$ cat config.mk
export PLATFORM = sky130hd
export DESIGN_NAME = dpt_timer_regs
export DESIGN_NICKNAME = d
export VERILOG_FILES = /design/src/core/dpt_pkg.sv /design/src/core/dpt_timer_regs.sv
export SDC_FILE = /design/constraint.sdc
export NUM_CORES = 1
export LEC_CHECK = 0
export BUFFER_PORTS_ARGS = -buffer_cell sky130_fd_sc_hd__buf_2
export CORE_MARGIN = 4
export CORE_UTILIZATION = 45
export DETAILED_ROUTE_END_ITERATION = 8
export GPL_ROUTABILITY_DRIVEN = 0
export HOLD_SLACK_MARGIN = 0.15
export SYNTH_ARGS = -nofsm -noshare
export SYNTH_HDL_FRONTEND = slang
export SYNTH_SLANG_ARGS = --single-unit
$ cat constraint.sdc
create_clock -name i_clk -period 11.5 [get_ports i_clk]
set_input_delay 0.575 -clock i_clk [delete_from_list [all_inputs] [get_ports i_clk]]
set_output_delay 0.575 -clock i_clk [all_outputs]
set_load 0.005 [all_outputs]
$ cat src/core/dpt_pkg.sv
// Package: register map, field layout and bus carrier for the dual timer
package dpt_pkg;

	// Timer count and register widths
	localparam int NUM_TIMERS = 2;
	localparam int CNT_W      = 16;
	localparam int BYTE_W     = 8;
	localparam int ADDR_W     = 8;
	localparam int DIV_W      = 17;

	// Register bus request carrier; cfg selects the configuration space
	typedef struct packed {
		logic              cfg;
		logic [ADDR_W-1:0] addr;
		logic [BYTE_W-1:0] wdata;
		logic              wr;
		logic              rd;
	} dpt_bus_req_t;

	typedef logic [ADDR_W-1:0] dpt_addr_t;
	typedef dpt_addr_t dpt_pair_t [NUM_TIMERS];

	// Output (write-only) space, index = timer
	localparam dpt_pair_t OUT_CMP_HI = '{8'h07, 8'h0b};
	localparam dpt_pair_t OUT_CMP_LO = '{8'h08, 8'h0c};
	localparam dpt_pair_t OUT_REL_HI = '{8'h09, 8'h0d};
	localparam dpt_pair_t OUT_REL_LO = '{8'h0a, 8'h0e};

	// Configuration (read/write) space
	localparam dpt_pair_t CFG_MAIN   = '{8'h09, 8'h0c};
	localparam dpt_pair_t CFG_WAVE   = '{8'h0a, 8'h0d};

	// Input (read-only) space
	localparam dpt_pair_t IN_CNT_HI  = '{8'h15, 8'h1a};
	localparam dpt_pair_t IN_CNT_LO  = '{8'h16, 8'h1b};
	localparam dpt_pair_t IN_STATE   = '{8'h17, 8'h1c};
	localparam dpt_pair_t IN_CAP_HI  = '{8'h18, 8'h1d};
	localparam dpt_pair_t IN_CAP_LO  = '{8'h19, 8'h1e};

	// Main control field positions
	localparam int MAIN_FUNC   = 7;
	localparam int MAIN_IRQ_S  = 6;
	localparam int MAIN_IRQ_F  = 5;
	localparam int MAIN_IRQ_R  = 4;
	localparam int MAIN_RUN    = 2;
	localparam int MAIN_HOLD   = 0;
	localparam logic [7:0] MAIN_MASK = 8'hf5;

	// Wave/prescale control field positions
	localparam int WAVE_SHAPE  = 5;
	localparam int EXP_W       = 5;
	localparam logic [7:0] WAVE_MASK = 8'h3f;
	localparam logic [EXP_W-1:0] EXP_MAX = 5'h10;

	// Status field positions
	localparam int ST_WRAP     = 3;
	localparam int ST_PIN      = 2;
	localparam int ST_RELEASED = 1;
	localparam int ST_RUNNING  = 0;

	// Reset values and counter constants
	localparam logic [BYTE_W-1:0] RST_BYTE   = 8'h00;
	localparam logic [BYTE_W-1:0] RST_REL_B  = 8'hff;
	localparam logic [CNT_W-1:0]  RST_CNT    = 16'h0000;
	localparam logic [CNT_W-1:0]  RST_REL    = 16'hffff;
	localparam logic [CNT_W-1:0]  CNT_MAX    = 16'hffff;
	localparam logic [CNT_W-1:0]  CNT_ONE    = 16'h0001;
	localparam logic [DIV_W-1:0]  DIV_ONE    = 17'h00001;
	localparam logic [DIV_W-1:0]  DIV_ZERO   = 17'h00000;

endpackage : dpt_pkg

$ cat src/core/dpt_timer_regs.sv
// Dual 16-bit PWM/timer with its byte-wide register interface
//
// Decided for this implementation: the address-and-strobe port.
`timescale 1ns/1ps
`default_nettype none

module dpt_timer_regs
	import dpt_pkg::*;
(
	// Clock and reset
	input  wire logic                  i_clk,
	input  wire logic                  i_nrst,
	// Register bus
	input  wire dpt_bus_req_t          i_bus,
	output logic [BYTE_W-1:0]          o_rdata,
	// Timer output pins
	input  wire logic [NUM_TIMERS-1:0] i_wave_pin,
	output logic [NUM_TIMERS-1:0]      o_wave_pin,
	output logic [NUM_TIMERS-1:0]      o_wave_pin_oe,
	// Interrupt request pulses toward the system controller
	output logic [NUM_TIMERS-1:0]      o_irq_req
);

	// Address match for one space, used by both write and read decode
	function automatic logic hit(input dpt_bus_req_t b, input logic cfg,
		input dpt_addr_t a);
		hit = (b.cfg == cfg) && (b.addr == a);
	endfunction : hit

	// Per-timer state
	logic [BYTE_W-1:0] ctl_main   [NUM_TIMERS];
	logic [BYTE_W-1:0] ctl_wave   [NUM_TIMERS];
	logic [BYTE_W-1:0] cmp_hi_buf [NUM_TIMERS];
	logic [BYTE_W-1:0] rel_hi_buf [NUM_TIMERS];
	logic [CNT_W-1:0]  cmp_shadow [NUM_TIMERS];
	logic [CNT_W-1:0]  cmp_act    [NUM_TIMERS];
	logic [CNT_W-1:0]  reload     [NUM_TIMERS];
	logic [CNT_W-1:0]  count      [NUM_TIMERS];
	logic [CNT_W-1:0]  capture    [NUM_TIMERS];
	logic [DIV_W-1:0]  div_cnt    [NUM_TIMERS];
	logic [NUM_TIMERS-1:0] wrap_flag;
	logic [NUM_TIMERS-1:0] wave;
	logic [NUM_TIMERS-1:0] wave_q;
	logic [NUM_TIMERS-1:0] run_q;
	logic [NUM_TIMERS-1:0] pin_meta;
	logic [NUM_TIMERS-1:0] pin_sync;
	logic [NUM_TIMERS-1:0] released;
	logic [NUM_TIMERS-1:0] running;
	logic [NUM_TIMERS-1:0] tick;
	logic [NUM_TIMERS-1:0] stop_evt;
	logic [BYTE_W-1:0]     next_rdata;

	// Pin level synchroniser; only the second stage feeds the status
	// pin level sync
	always_ff @(posedge i_clk)
	begin
		if (!i_nrst)
		begin
			pin_meta <= '0;
			pin_sync <= '0;
		end
		else
		begin
			pin_meta <= i_wave_pin;
			pin_sync <= pin_meta;
		end
	end

	genvar t;
	generate
		for (t = 0; t < NUM_TIMERS; t++)
		begin : g_tmr
			logic [EXP_W-1:0] exp_c;
			logic [DIV_W-1:0] div_mask;
			logic             pwm_mode;
			logic             period_end;
			logic [CNT_W-1:0] count_inc;

			// hold bit low keeps the timer in reset
			assign released[t] = ctl_main[t][MAIN_HOLD];
			// function bit picks PWM, which ignores start/stop
			assign pwm_mode = ctl_main[t][MAIN_FUNC];
			// run bit gates counting in timer function
			assign running[t] = released[t] &
				(pwm_mode | ctl_main[t][MAIN_RUN]);

			// exponent clamped so an illegal value cannot overflow
			assign exp_c = (ctl_wave[t][EXP_W-1:0] > EXP_MAX) ?
				EXP_MAX : ctl_wave[t][EXP_W-1:0];
			assign div_mask = (DIV_ONE << exp_c) - DIV_ONE;
			assign tick[t] = running[t] &&
				((div_cnt[t] & div_mask) == div_mask);

			assign count_inc = count[t] + CNT_ONE;
			// Reload below two still gives a one-tick period
			assign period_end = pwm_mode ?
				(count_inc >= reload[t]) : (count[t] == cmp_act[t]);

			// Stop event: run bit dropped while released in timer function
			assign stop_evt[t] = released[t] & ~pwm_mode & run_q[t] &
				~ctl_main[t][MAIN_RUN];

			// Configuration registers, unused bits masked off
			// unused bits dropped
			always_ff @(posedge i_clk)
			begin
				if (!i_nrst)
				begin
					ctl_main[t] <= RST_BYTE;
					ctl_wave[t] <= RST_BYTE;
				end
				else if (i_bus.wr && hit(i_bus, 1'b1, CFG_MAIN[t]))
					ctl_main[t] <= i_bus.wdata & MAIN_MASK;
				else if (i_bus.wr && hit(i_bus, 1'b1, CFG_WAVE[t]))
					ctl_wave[t] <= i_bus.wdata & WAVE_MASK;
			end

			// Compare pair: high byte waits, low byte commits to shadow
			// high byte buffered
			always_ff @(posedge i_clk)
			begin
				if (!i_nrst)
				begin
					cmp_hi_buf[t] <= RST_BYTE;
					cmp_shadow[t] <= RST_CNT;
				end
				else if (i_bus.wr && hit(i_bus, 1'b0, OUT_CMP_HI[t]))
					cmp_hi_buf[t] <= i_bus.wdata;
				else if (i_bus.wr && hit(i_bus, 1'b0, OUT_CMP_LO[t]))
					cmp_shadow[t] <= {cmp_hi_buf[t], i_bus.wdata};
			end

			// Reload pair: committed on low byte and used at once
			// reload low commits
			always_ff @(posedge i_clk)
			begin
				if (!i_nrst)
				begin
					rel_hi_buf[t] <= RST_REL_B;
					reload[t]     <= RST_REL;
				end
				else if (i_bus.wr && hit(i_bus, 1'b0, OUT_REL_HI[t]))
					rel_hi_buf[t] <= i_bus.wdata;
				else if (i_bus.wr && hit(i_bus, 1'b0, OUT_REL_LO[t]))
					reload[t] <= {rel_hi_buf[t], i_bus.wdata};
			end

			// Prescaler: free count, cleared while held or stopped
			// power-of-two divider
			always_ff @(posedge i_clk)
			begin
				if (!i_nrst || !running[t])
					div_cnt[t] <= DIV_ZERO;
				else
					div_cnt[t] <= div_cnt[t] + DIV_ONE;
			end

			// Counter, active compare and waveform
			always_ff @(posedge i_clk)
			begin
				if (!i_nrst || !released[t])
				begin
					count[t]   <= RST_CNT;
					cmp_act[t] <= cmp_shadow[t];
					wave[t]    <= 1'b0;
				end
				else if (!running[t])
					// Idle: a pending compare loads before the next start
					cmp_act[t] <= cmp_shadow[t];
				else if (tick[t])
				begin
					if (period_end)
					begin
						count[t]   <= RST_CNT;
						// compare swaps only at phase end
						cmp_act[t] <= cmp_shadow[t];
						if (pwm_mode)
							// high at period start unless compare is zero
							wave[t] <= (cmp_shadow[t] != RST_CNT);
						else if (ctl_wave[t][WAVE_SHAPE])
							wave[t] <= ~wave[t];
						else
							wave[t] <= 1'b1;
					end
					else
					begin
						count[t] <= count_inc;
						if (pwm_mode && count_inc == cmp_act[t])
							wave[t] <= 1'b0;
						else if (!pwm_mode && !ctl_wave[t][WAVE_SHAPE])
							wave[t] <= 1'b0;
					end
				end
			end

			// Wrap flag: sticky until timer or device reset
			// set on wrap from max
			always_ff @(posedge i_clk)
			begin
				if (!i_nrst || !released[t])
					wrap_flag[t] <= 1'b0;
				else if (tick[t] && count[t] == CNT_MAX)
					wrap_flag[t] <= 1'b1;
			end

			// Capture on stop; holds until the next stop or device reset
			// capture on stop
			always_ff @(posedge i_clk)
			begin
				if (!i_nrst)
					capture[t] <= RST_CNT;
				else if (stop_evt[t])
					capture[t] <= count[t];
			end

			// Edge history for events and stop detection
			always_ff @(posedge i_clk)
			begin
				if (!i_nrst)
				begin
					wave_q[t] <= 1'b0;
					run_q[t]  <= 1'b0;
				end
				else
				begin
					wave_q[t] <= wave[t];
					run_q[t]  <= ctl_main[t][MAIN_RUN];
				end
			end

			// Interrupt requests, each source under its own enable
			// three gated sources
			always_ff @(posedge i_clk)
			begin
				if (!i_nrst)
					o_irq_req[t] <= 1'b0;
				else
					o_irq_req[t] <=
						(stop_evt[t] & ctl_main[t][MAIN_IRQ_S]) |
						(wave_q[t] & ~wave[t] & ctl_main[t][MAIN_IRQ_F]) |
						(~wave_q[t] & wave[t] & ctl_main[t][MAIN_IRQ_R]);
			end

			// Pin drive; left floating while the timer is held in reset
			assign o_wave_pin[t]    = wave[t];
			assign o_wave_pin_oe[t] = released[t];
		end
	endgenerate

	// Read decode; output space and unmapped addresses read zero
	always_comb
	begin
		next_rdata = RST_BYTE;
		for (int k = 0; k < NUM_TIMERS; k++)
		begin
			if (hit(i_bus, 1'b1, CFG_MAIN[k]))
				next_rdata = ctl_main[k];
			else if (hit(i_bus, 1'b1, CFG_WAVE[k]))
				next_rdata = ctl_wave[k];
			else if (hit(i_bus, 1'b0, IN_CNT_HI[k]))
				next_rdata = count[k][CNT_W-1:BYTE_W];
			else if (hit(i_bus, 1'b0, IN_CNT_LO[k]))
				next_rdata = count[k][BYTE_W-1:0];
			else if (hit(i_bus, 1'b0, IN_STATE[k]))
			begin
				next_rdata[ST_WRAP]     = wrap_flag[k];
				next_rdata[ST_PIN]      = pin_sync[k];
				next_rdata[ST_RELEASED] = released[k];
				next_rdata[ST_RUNNING]  = running[k];
			end
			else if (hit(i_bus, 1'b0, IN_CAP_HI[k]))
				next_rdata = capture[k][CNT_W-1:BYTE_W];
			else if (hit(i_bus, 1'b0, IN_CAP_LO[k]))
				next_rdata = capture[k][BYTE_W-1:0];
		end
	end

	// Read data stands only in the cycle after the read strobe
	always_ff @(posedge i_clk)
	begin
		if (!i_nrst || !i_bus.rd)
			o_rdata <= RST_BYTE;
		else
			o_rdata <= next_rdata;
	end

endmodule : dpt_timer_regs

`default_nettype wire

Word level (Yosys, flattened, before mapping)
Memory sizes are Yosys's and may differ from the RTL's.
Cells that the tools add are included.
Widths: inputs -> output; s select.

word-level totals
  memories kept = 10
  register bits after elaboration = 22
  output and inout port bits = 14
  input port bits = 23
  word-level logic and storage cells = 322
  memory bits (writable) = 250

cells by class
  bitwise gates (word level) = 59
  shift-type cells = 2
  equality and inequality tests = 26
  muxes and demuxes = 139
  magnitude comparators = 4
  add/subtract/negate cells = 6
  reductions and logical operators = 63

memory list
  memory       words  width  read ports  clocked after memory_dff  wr ports  RTL line              RTL
  div_cnt      2      17     2           0                         2         dpt_timer_regs.sv:40  logic [DIV_W-1:0] div_cnt [NUM_TIMERS];
  capture      2      16     2           0                         2         dpt_timer_regs.sv:39  logic [CNT_W-1:0] capture [NUM_TIMERS];
  cmp_act      2      16     2           0                         2         dpt_timer_regs.sv:36  logic [CNT_W-1:0] cmp_act [NUM_TIMERS];
  cmp_shadow   2      16     2           0                         2         dpt_timer_regs.sv:35  logic [CNT_W-1:0] cmp_shadow [NUM_TIMERS];
  count        2      16     2           0                         2         dpt_timer_regs.sv:38  logic [CNT_W-1:0] count [NUM_TIMERS];
  reload       2      16     2           0                         2         dpt_timer_regs.sv:37  logic [CNT_W-1:0] reload [NUM_TIMERS];
  +4 memories  n/a    n/a    n/a         n/a                       n/a       n/a

operators with widths
  kind                   count
  $mux 16                14
  $mux 8                 16
  $mux 1                 97
  $eq 8x5->1 const B     10
  $eq 16x16->1           4
  $eq 8x4->1 const B     7
  $logic_and 1x1->1      42
  $add 17x1->17 const B  2
  $and 17x17->17         2
  $eq 17x17->1           2
  $mux 17                2
  $shl 1x5->17 const A   2
  $sub 17x1->17 const B  2
  $add 16x1->16 const B  2
  $eq 16x16->1 const B   2
  $ge 16x16->1           2
  $reduce_bool 16->1     2
  $or 1x1->1             30
  $mux 6                 4
  $and 1x1->1            18
  $mux 4                 4
  $gt 5x5->1 const B     2
  $logic_not 1->1        10
  $mux 5                 2
  other kinds (5)        19

Depth between registers and ports, before layout
Gate-level depths: netlist (run 1).

  depth in word-level cells = 16
  gate-level depth with buffers = 14
  gate-level depth less buffers = 13

Worst setup path after synthesis (run 1)
OpenSTA, ideal clock, no wires.

  path kind = register -> register
  start = memory count[1][0]
  end = memory cmp_act[1][0] (enable)
  path slack = 7,452 ps
  setup time = 411 ps
  required time = 11,089 ps
  stages on the path, launching flop included = 13
  arrival time = 3,637 ps
  period minus slack after synthesis = 4,048 ps
  path buffers = 0
  cells stage by stage = edfxtp_1 ha_1 nand4_1 nor2_1 nand4_1 xnor2_1 ha_1 nand4_1 nor4_1 o211ai_1 o211ai_1 mux2i_1 o21ai_0

RTL lines
  element          RTL line
  start, declared  dpt_timer_regs.sv:38
  end, declared    dpt_timer_regs.sv:36

==> metrics.txt, run 1 <==
vias in the first global route 10053; ys flop type edfxtp_1; area growth from synthesis to layout 10.7%; final hold vios 0; Arr. time, crit path 4.88 ns; Synth async-reset ratio 0%; Worst setup EP type flip-flop; # port buffers 36; largest net degree at the start of global routing 53; Synth Cell Area 14100 sq um; min Tclk post-route 4.47 ns; CTS root buf clkbuf_16; top cells by count, synth 216 x edfxtp_1, 113 x and2_1, 98 x nor2_1, 88 x nand2_1, 60 x clkbuf_1; CP Class reg -> reg; Residual DRC 0; crit share post-route 38.9%; post-synthesis cell count 1343; share of cells above drive strength 1 8.24%; critical path data required time 11.90 ns; CP Launch Type flip-flop; area leader, netlist edfxtp_1; leakage 0.00555 uW; First DRT Iteration DRCs 955; register area share after synthesis 53.5%; clk buf depth 3; crit path max fanout 16; die width 185 um; GRT Total Usage 21.8%; H-tree levels 1; IO Count 37; pre-CTS WS 7.19 ns; Die Area 34300 sq um; grt total ovfl 0; PostCTS Resize Cnt 0; CTS Buf Count 31; f_max 0.224 GHz; fin. max-slew vios 0; first-pass GRT wire length 58400 um; Rel. slew slack 16.1%; setup violators final 0; post-route ant nets 0; Yosys reg bits 270; Avg Cell Area, Syn 10.5 sq um; die span in y 185 um; fin worst setup slack 7.03 ns; outcome completed; Rows 64; RSZ-0062 raised after global routing false; Register Area 7570 sq um; Initial Utilization 45.9%; Yosys top cell area share 45.9%; Setup Skew 0.0114 ns; Wirelength per Cell 21.1 um; Post-synth EDFFs 216; multi-input logic area 6050 sq um; CTS tree built; Max Cap Viol 0; initial antenna violation count 1; Clock transition at path regs 0.06 ns; post-layout util 50.8%; Synth Net Count 1404; 1st-pass router iterations 6; Detailed Place HPWL 26600 um; Post-CTS Setup Bufs 0; core footprint 30800 sq um; hold slack 0.213 ns; clk_lat worst skew 0.58 ns; Hold Crit Class in -> reg; fin nets 1408; DR vias/cell 5.87; total wire length 37300 um; fill cell count 2750; Distinct cells, synth 74; peak supply drop 119 uV; PD cells 145 nW/um^2; PnR Total Power 2280 uW; Tightest Pin Transition 1.25 ns; vias 10379; Hold-fix buffers, CTS 0; Total Neg Setup Slack 0 ns; top-count cell post-synth edfxtp_1; Yosys warnings 0; Synth area leaders edfxtp_1 46%, dfxtp_1 7.6%, and2_1 5.0%, xnor2_1 3.7%, ha_1 3.4%; clock net sink count 270
## worst max-delay path, stage by stage (launching register included)
cell	delay, ns
edfxtp_1	0.55
ha_1	0.30
nand3_1	0.40
nor4_1	0.77
xnor2_1	0.23
ha_1	0.34
nand4_1	0.12
nor2_1	0.07
a2111oi_0	0.40
a31oi_1	0.22
nand3b_1	0.57
nor2b_1	0.33
## per-stage QoR
| step | cell area (sq um) | cells |
|---|---|---|
| after floorplan | 14100 | 1343 |
| after global placement | 14600 | 1710 |
| after detailed placement | 14600 | 1710 |
| after CTS | 15700 | 1768 |
| after global routing | 15700 | 1768 |
| final | 15700 | 1769 |
## area by class of cell
cell class	instances	area share [%]
sequential	270	48.3
multi-input combinational	940	38.7
clock buffer	34	5.36
tap	396	3.17
timing repair buffer	46	1.63
clock inverter	24	1.42
inverter	58	1.39
antenna	1	0.0160
## cell usage in the layout (no fill, tap or decap), drive strengths merged, types with 8 or more instances in the layout
cell type	netlist	layout
nand2	88	88
o211ai	13	13
clkinv	0	17
nand3	42	42
clkbuf	60	34
and2	114	114
buf	15	46
dfxtp	54	54
xnor2	60	60
nand2b	14	14
and3	15	15
o21ai	48	48
nor2	98	98
nand4	26	26
a211oi	9	9
nor4	27	27
inv	58	61
nor3	23	23
xor2	41	41
o22ai	12	12
a21oi	52	52
nor2b	34	34
ha	38	38
or3	59	59
edfxtp	216	216
a31oi	8	8
## final timing paths
kind | endpoint | cells past startpoint | from | slack [ns]
min | pin_meta[0] | 2 | i_wave_pin[0] | 0.21
max | count[0][10] | 11 | count[0][0] | 7.03
min reg2reg | pin_sync[0] | 1 | pin_meta[0] | 0.44
max reg2reg | count[0][10] | 11 | count[0][0] | 7.03
## sequential cells by signal, summed over array words and instances, names as in the netlist, 12 cells and up
register and flops:
ctl_main 12, cmp_shadow 32, rel_hi_buf 16, ctl_wave 12, cmp_act 32, count 32
cmp_hi_buf 16, div_cnt 32, reload 32, capture 32
## metal layers
layer | vias to the layer above | share of wire (%) | GRT usage [%]
met2 | 437 | 45 | 33.8
met5 | - | 0 | 0
met4 | 0 | 3.2 | 6.84
met1 | 4953 | 45 | 31.6
li1 | 4907 | - | -
met3 | 82 | 7.3 | 3.46
## where the power goes
group	internal (uW)	total (uW)	leakage, uW	switching, uW
clock network	596	1010	0.000528	412
logic	47.6	133	0.00240	85.0
registers	1090	1140	0.00263	42.3
total	1740	2280	0.00555	539
## cell families after synthesis
logic type,synth area share [%]
AOI/OAI and AO/OA,10.2
muxes,0.433
and+or+nand+nor,22.4
DFF,53.5
buffers and inverters,3.75
adders and majority gates,3.36
xor gates and xnor gates,6.44
Note: power is estimated with default switching activity, not from simulation.
==> inputs of run 2 (changes only) <==
==> constraint.sdc (replaced) <==
create_clock -name i_clk -period 3.6 [get_ports i_clk]
set_input_delay 0.18 -clock i_clk [delete_from_list [all_inputs] [get_ports i_clk]]
set_output_delay 0.18 -clock i_clk [all_outputs]
set_load 0.005 [all_outputs]
==> run 2 against run 1 <==
Against the previous run: sequential power rose to 3.1 times the previous value; design area is 3.5% higher; power rose to 3.1 times the previous value; largest cell class unchanged; critical endpoint is now cmp_act[1][13]; critical path type unchanged; sequential share of layout area decreased by 1.6 points.
==> metrics.txt, run 2 (synthesis gave the netlist of run 1 again) <==
vias 10624 (was 10379); Max Cap Viol 0 (unchanged); Wirelength per Cell 20.9 um (was 21.1 um); die width 185 um (unchanged); Total Neg Setup Slack 0 ns (unchanged); outcome completed (unchanged); fin nets 1483 (was 1408); Rel. slew slack 36.4% (was 16.1%); PD cells 431 nW/um^2 (was 145 nW/um^2); clk_lat worst skew 0.57 ns (was 0.58 ns); vias in the first global route 10222 (was 10053); IO Count 37 (unchanged); final hold vios 0 (unchanged); clock net sink count 270 (unchanged); crit share post-route 95.1% (was 38.9%); area growth from synthesis to layout 14.6% (was 10.7%); Clock transition at path regs 0.06 ns (about the same); first-pass GRT wire length 58800 um (was 58400 um); largest net degree at the start of global routing 53 (unchanged); # port buffers 36 (unchanged); min Tclk post-route 3.42 ns (was 4.47 ns); Hold Path Stages 2 (unchanged); Setup Skew 0.0236 ns (was 0.0114 ns); critical path data required time 3.88 ns (was 11.90 ns); leading cell type in the layout, fill and taps excluded edfxtp_1 (unchanged); 1st-pass router iterations 5 (was 6); Residual DRC 0 (unchanged); GRT Total Usage 22.0% (was 21.8%); fill cell count 2744 (was 2750); CTS tree built (unchanged); Hold Crit Class in -> reg (unchanged); r2r setup slk 0.18 ns (was 7.03 ns); First DRT Iteration DRCs 972 (was 955); H-tree levels 1 (unchanged); clk buf depth 3 (unchanged); Die Area 34300 sq um (unchanged); grt total ovfl 0 (unchanged); reg2reg end cmp_act[1][13] (was count[0][10]); Detailed Place HPWL 27400 um (was 26600 um); peak supply drop 374 uV (was 119 uV); share of cells above drive strength 1 13.0% (was 8.24%); CP Class reg -> reg (unchanged); f_max 0.292 GHz (was 0.224 GHz); core footprint 30800 sq um (unchanged); Worst setup EP type flip-flop (unchanged); CTS Buf Count 29 (was 31); crit path max fanout 16 (unchanged); commonest cells after routing, fill and taps aside 216 x edfxtp_1, 113 x and2_1, 95 x nor2_1 (was 216 x edfxtp_1, 113 x and2_1, 98 x nor2_1); CP Launch Type flip-flop (unchanged); FF-to-FF Start count[1][0] (was count[0][0]); Arr. time, crit path 3.70 ns (was 4.88 ns); total wire length 38400 um (was 37300 um); leakage 0.00588 uW (was 0.00555 uW); setup violators final 0 (unchanged); Worst Hold End cmp_hi_buf[1][7] (was pin_meta[0]); CTS root buf clkbuf_16 (unchanged); die span in y 185 um (unchanged); Rows 64 (unchanged); post-route ant nets 0 (unchanged); fin. max-slew vios 0 (unchanged); DR vias/cell 5.77 (was 5.87); Initial Utilization 45.9% (unchanged); Hold Crit Start i_bus[9] (was i_wave_pin[0]); initial antenna violation count 3 (was 1); hold slack 0.170 ns (was 0.213 ns); R2R cell count 12 (was 11); Tightest Pin Transition 0.951 ns (was 1.25 ns)
## run 2: changes by cell type in the layout (fill, tap and decap cells not counted), sizes merged
cell	previous run	this run
buf	46	118
inv	61	59
bufinv	3	1
clkinv	17	8
clkinvlp	1	0
clkbuf	34	43
dlygate4sd3	0	5
## run 2: critical path, stage by stage (launching register included)
cell and delay [ns]:
edfxtp_1 0.43, buf_4 0.14, and2_1 0.21, nand3_1 0.26, nor2_1 0.25, xor2_1 0.12, ha_1 0.34, nand4_1 0.15
o221a_2 0.25, o211ai_1 0.38, mux2i_2 0.20, o21ai_2 0.21, buf_12 0.18
## run 2: power breakdown
| group | leakage, uW | total (uW) | switching (uW) | internal, uW |
|---|---|---|---|---|
| logic | 0.00281 | 535 | 338 | 197 |
| registers | 0.00263 | 3570 | 84.1 | 3490 |
| clock network | 0.000448 | 2880 | 1230 | 1650 |
| total | 0.00588 | 6990 | 1650 | 5330 |
## run 2: cell type report
type | count | area [sq um] | area share (%)
Antenna cell | 1 | 2.50 | 0.0154
Clock buffer | 43 | 820 | 5.06
Clock inverter | 10 | 91.3 | 0.564
Inverter | 58 | 218 | 1.34
Multi-Input combinational cell | 940 | 6140 | 37.9
Sequential cell | 270 | 7570 | 46.7
Tap cell | 396 | 495 | 3.06
Timing Repair Buffer | 123 | 875 | 5.40
## run 2: how the worst max path moves through the flow
stage | slack [ns] | start | depth (start not counted) | endpoint
detailed placement | 0.04 | count[0][0] | 10 | cmp_act[0][8]
finish | 0.18 | count[1][0] | 12 | cmp_act[1][13]
CTS | 0.01 | count[1][0] | 13 | count[1][9]
global route | -0.02 | count[0][0] | 12 | count[0][10]
floorplan | 0.27 | ctl_wave[1][4] | 12 | count[1][0]
global placement | 0.10 | count[1][8] | 12 | count[1][7]
## run 2: routing by layer
layer  global-route usage (%)  vias up  share of wire (%)
li1                         -     5054                  -
met1                     31.8     5100                 45
met2                     34.6      401                 45
met3                     3.73       67                7.4
met4                     5.87        2                2.6
met5                        0        -              0.034
## run 2: stage by stage
step | utilization, % | setup slack [ns] | area (sq um) | cells | power, uW
after floorplan | - | 0.266 | 14100 | 1343 | 3930
after global placement | 48.7 | 0.104 | 15000 | 1766 | 4140
after detailed placement | 48.7 | 0.0399 | 15000 | 1766 | 4150
after CTS | 51.9 | 0.0114 | 16000 | 1824 | 7020
after global routing | 52.6 | -0.0242 | 16200 | 1840 | 7230
final | 52.6 | 0.177 | 16200 | 1841 | 6990
## run 2: repair_timing
action                                 in CTS  in global routing
setup endpoints to repair                   0                 82
hold buffers                                5                  0
endpoints found under the hold margin      12                  0
resized for setup                           0                 18
setup buffers                               0                 16
